`src/tlip_pkg.sv`:
```
// Package of constants and types for the two-level interrupt priority block
package tlip_pkg;

    // ------------------------------------------------------------
    // Sources, indexed in polling order (index 0 polled first)
    // ------------------------------------------------------------
    localparam int NSRC = 11;
    localparam int SRC_W = 4;
    localparam logic [3:0] SRC_SUPPLY = 4'h0;
    localparam logic [3:0] SRC_WATCHDOG = 4'h1;
    localparam logic [3:0] SRC_EXT0 = 4'h2;
    localparam logic [3:0] SRC_CONV = 4'h3;
    localparam logic [3:0] SRC_TIMER_A = 4'h4;
    localparam logic [3:0] SRC_EXT1 = 4'h5;
    localparam logic [3:0] SRC_TIMER_B = 4'h6;
    localparam logic [3:0] SRC_SYNC_SER = 4'h7;
    localparam logic [3:0] SRC_UART = 4'h8;
    localparam logic [3:0] SRC_TIMER_C = 4'h9;
    localparam logic [3:0] SRC_INTERVAL = 4'ha;

    // ------------------------------------------------------------
    // Enable register layout and reset values
    // ------------------------------------------------------------
    localparam int GLOBAL_EN_BIT = 7;
    localparam logic [7:0] PRIMARY_EN_RST = 8'h00;
    localparam logic [10:0] PRIO_RST = 11'h000;
    localparam logic HIGH_LEVEL = 1'b1;
    localparam logic LOW_LEVEL = 1'b0;

    // ------------------------------------------------------------
    // Vector addresses
    // ------------------------------------------------------------
    localparam logic [15:0] VEC_SUPPLY = 16'h0043;
    localparam logic [15:0] VEC_WATCHDOG = 16'h005b;
    localparam logic [15:0] VEC_EXT0 = 16'h0003;
    localparam logic [15:0] VEC_CONV = 16'h0033;
    localparam logic [15:0] VEC_TIMER_A = 16'h000b;
    localparam logic [15:0] VEC_EXT1 = 16'h0013;
    localparam logic [15:0] VEC_TIMER_B = 16'h001b;
    localparam logic [15:0] VEC_SYNC_SER = 16'h003b;
    localparam logic [15:0] VEC_UART = 16'h0023;
    localparam logic [15:0] VEC_TIMER_C = 16'h002b;
    localparam logic [15:0] VEC_INTERVAL = 16'h0053;

    typedef enum logic [1:0] {
        TLIP_IDLE,
        TLIP_WAIT_ACK
    } tlip_state_e;

    function automatic logic [15:0] tlip_vector(input logic [3:0] idx);
        logic [15:0] v;
        v = VEC_INTERVAL;
        case (idx)
            SRC_SUPPLY: v = VEC_SUPPLY;
            SRC_WATCHDOG: v = VEC_WATCHDOG;
            SRC_EXT0: v = VEC_EXT0;
            SRC_CONV: v = VEC_CONV;
            SRC_TIMER_A: v = VEC_TIMER_A;
            SRC_EXT1: v = VEC_EXT1;
            SRC_TIMER_B: v = VEC_TIMER_B;
            SRC_SYNC_SER: v = VEC_SYNC_SER;
            SRC_UART: v = VEC_UART;
            SRC_TIMER_C: v = VEC_TIMER_C;
            default: v = VEC_INTERVAL;
        endcase
        return v;
    endfunction

endpackage

```
`src/tlip_sel_if.sv`:
```
// Interface between the arbiter top and its per-level picker
`timescale 1ns/1ps
interface tlip_sel_if;
    import tlip_pkg::*;
    logic [NSRC-1:0] req;
    logic found;
    logic [SRC_W-1:0] idx;
    modport picker (input req, output found, output idx);
    modport user (output req, input found, input idx);
endinterface

```
`src/tlip_pick.sv`:
```
// Fixed-order picker: lowest index among asserted requests
`timescale 1ns/1ps
module tlip_pick (
    tlip_sel_if.picker sel
);
    import tlip_pkg::*;

    always_comb begin
        sel.found = 1'b0;
        sel.idx = '0;
        for (int i = NSRC - 1; i >= 0; i--) begin
            if (sel.req[i]) begin
                sel.found = 1'b1;
                sel.idx = SRC_W'(i);
            end
        end
    end
endmodule

```
`src/tlip_top.sv`:
```
// Two-level interrupt priority arbiter and vector generator
// Behaviour
// A source is forwarded only while its individual enable bit is set.
// Global enable, bit 7 of primary enable, cleared blocks every source.
// Each source has a software priority bit choosing one of two levels.
// Priority bit 1 means high level, 0 means low level.
// A pending enabled high request preempts a running low routine.
// Simultaneous high and low requests: high is granted first.
// No new request at a level while that level's routine runs.
// Same-level ties resolve in fixed polling order, supply monitor first.
// Watchdog is polled ahead of external request 0.
// Grant makes the core push the program counter then load the vector.
// Vectors: ext0 0003, timer a 000b, ext1 0013, timer b 001b, uart 0023.
// Vectors: timer c 002b, conv 0033, sync 003b, supply 0043, etc.
`timescale 1ns/1ps
module tlip_top (
    input wire logic mclk,
    input wire logic rst,
    input wire logic [tlip_pkg::NSRC-1:0] src_req,
    input wire logic [tlip_pkg::NSRC-1:0] src_enable,
    input wire logic global_irq_enable,
    input wire logic [tlip_pkg::NSRC-1:0] src_priority,
    input wire logic grant_ack,
    input wire logic routine_end,
    output logic irq_request,
    output logic [15:0] irq_vector,
    output logic [tlip_pkg::SRC_W-1:0] irq_source,
    output logic irq_level,
    output logic high_active,
    output logic low_active
);
    import tlip_pkg::*;

    // ------------------------------------------------------------
    // State
    // ------------------------------------------------------------
    typedef struct packed {
        tlip_state_e st;
        logic req;
        logic [15:0] vec;
        logic [SRC_W-1:0] src;
        logic lvl;
        logic hi_act;
        logic lo_act;
    } tlip_s;

    tlip_s s_q;
    tlip_s s_d;

    logic [NSRC-1:0] live;
    logic [NSRC-1:0] hi_req;
    logic [NSRC-1:0] lo_req;

    tlip_sel_if hi_sel ();
    tlip_sel_if lo_sel ();

    // ------------------------------------------------------------
    // Request qualification
    // ------------------------------------------------------------
    always_comb begin
        live = src_req & src_enable;
        if (!global_irq_enable) begin
            live = '0;
        end
        hi_req = live & src_priority;
        lo_req = live & ~src_priority;
    end

    assign hi_sel.req = hi_req;
    assign lo_sel.req = lo_req;

    // Index order puts watchdog before external 0
    tlip_pick u_hi (.sel(hi_sel));
    tlip_pick u_lo (.sel(lo_sel));

    // ------------------------------------------------------------
    // Arbitration and handshake with the core
    // ------------------------------------------------------------
    always_comb begin
        s_d = s_q;
        case (s_q.st)
            TLIP_IDLE: begin
                if (hi_sel.found && !s_q.hi_act) begin
                    s_d.req = 1'b1;
                    s_d.src = hi_sel.idx;
                    s_d.vec = tlip_vector(hi_sel.idx);
                    s_d.lvl = HIGH_LEVEL;
                    s_d.st = TLIP_WAIT_ACK;
                end else if (lo_sel.found && !s_q.hi_act
                             && !s_q.lo_act) begin
                    s_d.req = 1'b1;
                    s_d.src = lo_sel.idx;
                    s_d.vec = tlip_vector(lo_sel.idx);
                    s_d.lvl = LOW_LEVEL;
                    s_d.st = TLIP_WAIT_ACK;
                end
            end
            TLIP_WAIT_ACK: begin
                if (grant_ack) begin
                    s_d.req = 1'b0;
                    if (s_q.lvl) begin
                        s_d.hi_act = 1'b1;
                    end else begin
                        s_d.lo_act = 1'b1;
                    end
                    s_d.st = TLIP_IDLE;
                end
            end
            default: begin
                s_d.st = TLIP_IDLE;
            end
        endcase
        // Return ends the innermost running level
        if (routine_end && s_q.st == TLIP_IDLE) begin
            if (s_q.hi_act) begin
                s_d.hi_act = 1'b0;
            end else begin
                s_d.lo_act = 1'b0;
            end
        end
    end

    always_ff @(posedge mclk or posedge rst) begin
        if (rst) begin
            s_q <= '{st: TLIP_IDLE, req: 1'b0, vec: 16'h0000,
                     src: 4'h0, lvl: 1'b0, hi_act: 1'b0, lo_act: 1'b0};
        end else begin
            s_q <= s_d;
        end
    end

    assign irq_request = s_q.req;
    assign irq_vector = s_q.vec;
    assign irq_source = s_q.src;
    assign irq_level = s_q.lvl;
    assign high_active = s_q.hi_act;
    assign low_active = s_q.lo_act;
endmodule

```
`config.mk`:
```
export PLATFORM = sky130hd
export DESIGN_NAME = tlip_top
export DESIGN_NICKNAME = d
export VERILOG_FILES = /design/src/tlip_pkg.sv /design/src/tlip_sel_if.sv /design/src/tlip_pick.sv /design/src/tlip_top.sv
export SDC_FILE = /design/constraint.sdc
export NUM_CORES = 1
export LEC_CHECK = 0
export ABC_AREA = 1
export BUFFER_PORTS_ARGS = -buffer_cell sky130_fd_sc_hd__clkbuf_2
export CORE_ASPECT_RATIO = 0.7
export CORE_UTILIZATION = 49
export DETAILED_ROUTE_END_ITERATION = 10
export PLACE_DENSITY = 0.85
export SYNTH_ARGS = -nofsm -noshare
export SYNTH_HDL_FRONTEND = slang
export SYNTH_SLANG_ARGS = --single-unit
```
`constraint.sdc`:
```
create_clock -name mclk -period 3.85 [get_ports mclk]
set_input_delay 0.5775 -clock mclk [delete_from_list [all_inputs] [get_ports mclk]]
set_output_delay 0.5775 -clock mclk [all_outputs]
set_load 0.005 [all_outputs]
```
==> Word-level counts from Yosys, hierarchy flattened <==
Memories as Yosys holds them, arrays and structs flattened.
Cells that the tools add are included.
{ "classes": {"n_mux": 57, "n_reduce_logical": 12, "eq_ne": 3, "bitwise_logic": 4} }
{ "op_table": {"columns": ["cell", "n"], "rows": [
  ["$mux W4", 22],
  ["$mux W24", 2],
  ["$and A11 B11 Y11", 3],
  ["$mux W1", 26],
  ["$mux W11", 1],
  ["$not A11 Y11", 1],
  ["$mux W2", 3],
  ["$logic_and A1 B1 Y1", 4],
  ["$pmux W2 S2", 1],
  ["$reduce_and A2 Y1", 2],
  ["$reduce_bool A2 Y1", 2],
  ["$mux W3", 1],
  ["$ne A3 B3 Y1 const B", 1],
  ["$reduce_and A3 Y1", 1],
  ["$eq A2 B1 Y1 const B", 1],
  ["$logic_not A1 Y1", 2],
  ["$logic_not A2 Y1", 1],
  ["$ne A2 B2 Y1 const B", 1],
  ["$pmux W1 S2", 1]
]} }
{ "totals": {"rom_bits": 128, "input_bits": 38, "n_memories": 2, "elab_cells": 85, "reg_bits": 26} }
{ "memory_table": {"columns": ["name", "depth", "word_bits", "read_ports", "rd_clocked_by_memory_dff", "write_ports", "line_no", "text"], "rows": [
  ["(name not given)", 16, 4, 1, 0, 0, "tlip_pkg.sv:53", "case (idx)"],
  ["(name not given)", 16, 4, 1, 0, 0, "tlip_pkg.sv:53", null]
]} }

==> Depth between registers and ports, before layout <==
{ "logic_depth": {"ltp_word": 19, "ltp_mapped": 17, "mapped_depth_nobuf": 16} }

==> Cells and area by module <==
From an unflattened synthesis, not the netlist that was laid out.
{ "hier_totals": {"hier_cells": 228, "hier_area_um2": 1307.5} }
{ "by_module_without_submodules": {"columns": ["mod", "area_per_inst_um2", "n_inst", "cells_each"], "rows": [
  ["tlip_top", 1012.2, 1, 166],
  ["tlip_pick", 147.6, 2, 31]
]} }

==> Worst setup path after synthesis <==
No wires, ideal clock.
{ "synth_path": {"path_type": "input port to flip-flop", "start": "in global_irq_enable", "end": "reg s_q, in the netlist irq_source[0]", "path_slack_ns": 1.966, "required_time_ns": 3.723, "setup_time_ns": 0.127, "arrival_time_ns": 1.756, "cell_stages": 12, "path_cell_list": "buf_4 > nand4_1 > nand2_1 > nor2_1 > nand3_2 > nand2_4 > inv_2 > nand2_2 > nand2_2 > buf_4 > nor2_1 > a31oi_1"} }
{ "synth_via": {"elab_chain_len": 17, "elab_cells_between_ends": 52, "cone_classes": "45 x mux; 2 x bitwise; 5 x reduce/logical"} }
{ "synth_lines": {"columns": ["item", "line_no", "text"], "rows": [
  ["start, declared", "tlip_top.sv:21", "input wire logic global_irq_enable,"],
  ["$mux W11 *", "tlip_top.sv:62", "if (!global_irq_enable) begin"],
  ["$and A11 B11 Y11", "tlip_top.sv:66", "lo_req = live & ~src_priority;"],
  ["$mux W1 (11 in series)", "tlip_pick.sv:12", "if (sel.req[i]) begin"],
  ["$logic_and A1 B1 Y1", "tlip_top.sv:89", "end else if (lo_sel.found && !s_q.hi_act"],
  ["$logic_and A1 B1 Y1", "tlip_top.sv:90", "&& !s_q.lo_act) begin"],
  ["$reduce_bool A2 Y1 (no source line)", null, null],
  ["$reduce_and A2 Y1 (no source line)", null, null],
  ["end signal, assigned", "tlip_top.sv:125", "s_q <= '{st: TLIP_IDLE, req: 1'b0, vec: 16'h0000,"],
  ["end, declared", "tlip_top.sv:47", "tlip_s s_q;"]
]} }
Every way passes the cells marked *; elsewhere a longest branch is shown, timed or not. The select of a mux whose other input is x is not followed.
A chain may end at the register's enable or synchronous reset.

==> Final worst setup path <==
{ "layout_path": {"start": "in global_irq_enable", "end": "reg s_q, in the netlist irq_vector[4]"} }
{ "layout_via": {"elab_chain_len": 17, "elab_cells_between_ends": 56, "cone_classes": "47 x mux; 2 x bitwise; 5 x reduce/logical; 2 x memory"} }
{ "layout_lines": {"columns": ["item", "line_no"], "rows": [
  ["$mux W11 *", "tlip_top.sv:62"],
  ["branches (longest 16 deep; another with $and A11 B11 Y11)", null]
]} }
Mark *: on every way between the ends. The select of a mux whose other input is x is not followed.

==> impl_metrics.env <==
export IMPL_rsz0062_at_grt="no"
export IMPL_detailed_place_hpwl_um=2560
export IMPL_dieWidth_um=62.1
export IMPL_synthDominantCellAreaShare_pct=26.3
export IMPL_drtAntennaViolNets=0
export IMPL_grt_pass1_vias=1221
export IMPL_drive_above_1_share_pct=24.6
export IMPL_peakVddDrop_v=0.000349
export IMPL_syn_area_mm2=0.00124
export IMPL_leakagePower_nw=0.896
export IMPL_vias_per_cell=5.15
export IMPL_reg2reg_depth=10
export IMPL_ys_types=21
export IMPL_cp_common_cell="nor2_1"
export IMPL_ys_ff_latch=13
export IMPL_fin_crit_ps=2350
export IMPL_avgSynthCellArea_um2=6.13
export IMPL_crit_buf_inv=2
export IMPL_fmaxAchievable_mhz=426
export IMPL_wl_per_cell_um=10.6
export IMPL_antenna_found_initial=0
export IMPL_required_ps=4020
export IMPL_start_util_pct=54.8
export IMPL_grt_use_total_pct=25.2
export IMPL_core_rowCount=14
export IMPL_final_area_mm2=0.00148
export IMPL_dieArea_mm2=0.00273
export IMPL_hold_viol_final=0
export IMPL_crit_fanout=22
export IMPL_grt_ovfl_total=0
export IMPL_crit_type="primary input to register"
export IMPL_yosys_area_top_type="dfrtp_1"
export IMPL_crit_path_max_incr_delay_ps=340
export IMPL_yosysSeqAreaShare_pct=26.3
export IMPL_clockBufferDepth=2
export IMPL_cts_made_buffers=3
export IMPL_power_density_mw_per_mm2=450
export IMPL_drt_wl_total_um=3020
export IMPL_cts_resized=0
export IMPL_clk_pin_slew_ps=70
export IMPL_final_common_cell="nand2_1"
export IMPL_drt_iter0_drc=79
export IMPL_post_cts_setup_buffer_count=0
export IMPL_cp_slowest_cell="nand4_1"
export IMPL_area_growth_pct=19.9
export IMPL_grt_pass1_wl_um=5130
export IMPL_syn_instance_count=202
export IMPL_clock_skew_ps=1.06
export IMPL_cap_violations=0
export IMPL_yosys_top_cells_area="dfrtp_1 26%, nand2_1 16%, nand4_1 12%"
export IMPL_pin_count=62
export IMPL_clockRootBuffer="clkbuf_4"
export IMPL_place_gp_congestion=0.965
export IMPL_final_cell_mix="54 x nand2_1, 51 x clkbuf_2, 27 x inv_1"
export IMPL_crit_path_start_kind="primary input"
export IMPL_placed_area_mm2=0.00146
export IMPL_die_h_um=44.0
export IMPL_cp_end_kind="register"
export IMPL_tritoncts="yes"
export IMPL_fillers=232
export IMPL_cp_depth=14
export IMPL_cp_arrival_ps=2520
export IMPL_numClockSinks=13
export IMPL_drt_first_pass_iters=4
export IMPL_synth_warnings=0
export IMPL_slew_violations=0
export IMPL_cp_top_family="simple AND/OR/NAND/NOR gates"
export IMPL_nets=291
export IMPL_crit_chain="clkbuf_2 -> nand4_1 -> nand2_1 -> nor2_1 -> nand3_2 -> nand2_4 -> inv_2 -> nand2_2 -> nand2_2 -> o21ai_1 -> nor2_1 -> nand3_1 -> nor2_1 -> nor2_1"
export IMPL_portBuffers=51
export IMPL_drc=0
export IMPL_coreArea_mm2=0.00226
export IMPL_post_route_period_util_pct=61.0
export IMPL_setup_violations=0
export IMPL_min_path_type="primary input to asynchronous set/reset pin"
export IMPL_insertedDiodeCount=0
export IMPL_status="complete, no violations"
export IMPL_vias=1463
export IMPL_htree_num_levels=1
export IMPL_tns_ps=0
export IMPL_worstSkewPairLatency_ps=270
export IMPL_grt_max_degree=23
export IMPL_cts_hold_buf=0
## worst reg2reg max path, delay by kind of cell (launching register included)
kind                   cells  cell delay, ps
AOI/OAI and AO/OA          1             110
buffers and inverters      2             340
DFF                        1             390
and+or+nand+nor            7             710
## kinds of logic (layout without fill, tap and decap cells)
logic type | Yosys count | count (layout) | synth area share [%]
other cells | 1 | 10 | 0.303
flops | 13 | 13 | 26.3
simple gates | 130 | 130 | 49.1
buf+inv | 42 | 83 | 17.3
compound gates | 16 | 16 | 6.98
## power by group
| group | internal [mW] | switching [mW] |
|---|---|---|
| logic | 0.137 | 0.209 |
| clock network | 0.0402 | 0.0424 |
| registers | 0.200 | 0.0393 |
## registers in the layout (all words and copies together) (netlist names)
signal	count
irq_request	1
irq_source	4
high_active	1
irq_vector	5
irq_level	1
low_active	1
## final timing paths
path | from | endpoint | slack [ps]
hold / removal | rst | irq_vector[4]$_DFFE_PP0P_ | 290
setup reg to reg | high_active$_DFF_PP0_ | irq_vector[4]$_DFFE_PP0P_ | 2190
setup / recovery | global_irq_enable | irq_vector[4]$_DFFE_PP0P_ | 1500
max in group asynchronous | rst | irq_vector[5]$_DFFE_PP0P_ | 3240
min in group mclk | routine_end | high_active$_DFF_PP0_ | 490
hold reg to reg | irq_vector[3]$_DFFE_PP0P_ | irq_vector[3]$_DFFE_PP0P_ | 490
## per-stage QoR
stage	hold slack [ps]	util [%]	worst slack [ps]	instances	power, mW
floorplan	454	-	1970	211	0.472
global placement	475	64.5	1320	280	0.577
detailed placement	473	64.5	1230	280	0.585
CTS	294	65.7	1520	284	0.669
global route	315	65.7	1230	284	0.743
finish	290	65.7	1500	284	0.668
## Yosys cell counts
| cell | count |
|---|---|
| nand2_1 | 54 |
| o21ai_0 | 3 |
| nand3_2 | 1 |
| nand2_4 | 1 |
| conb_1 | 1 |
| or2_2 | 1 |
| a31oi_1 | 5 |
| nand4_1 | 24 |
| nor3_1 | 1 |
| nand2_2 | 2 |
| dfrtp_1 | 13 |
| buf_4 | 13 |
| a21oi_1 | 5 |
| inv_1 | 27 |
| o21ai_1 | 3 |
| buf_6 | 1 |
| nand4_2 | 1 |
| nor2_1 | 23 |
| nor2_2 | 1 |
| nand3_1 | 21 |
| inv_2 | 1 |
## metal layers
metal	vias up	global-route usage, %	share of wire (%)
met1	634	38.2	48
li1	755	-	-
met2	70	37.2	41
met3	4	5.56	9.7
met4	0	3.56	0.56
met5	-	0	0
## layout make-up
cell class | count | area (µm²) | share of cell area, %
Sequential cell | 13 | 325 | 21.9
Tap cell | 32 | 40.0 | 2.70
Timing Repair Buffer | 51 | 255 | 17.2
Clock buffer | 4 | 26.3 | 1.77
Multi-Input combinational cell | 156 | 732 | 49.3
Inverter | 28 | 105 | 7.08
No activity file was read; power rests on OpenSTA's default activity.
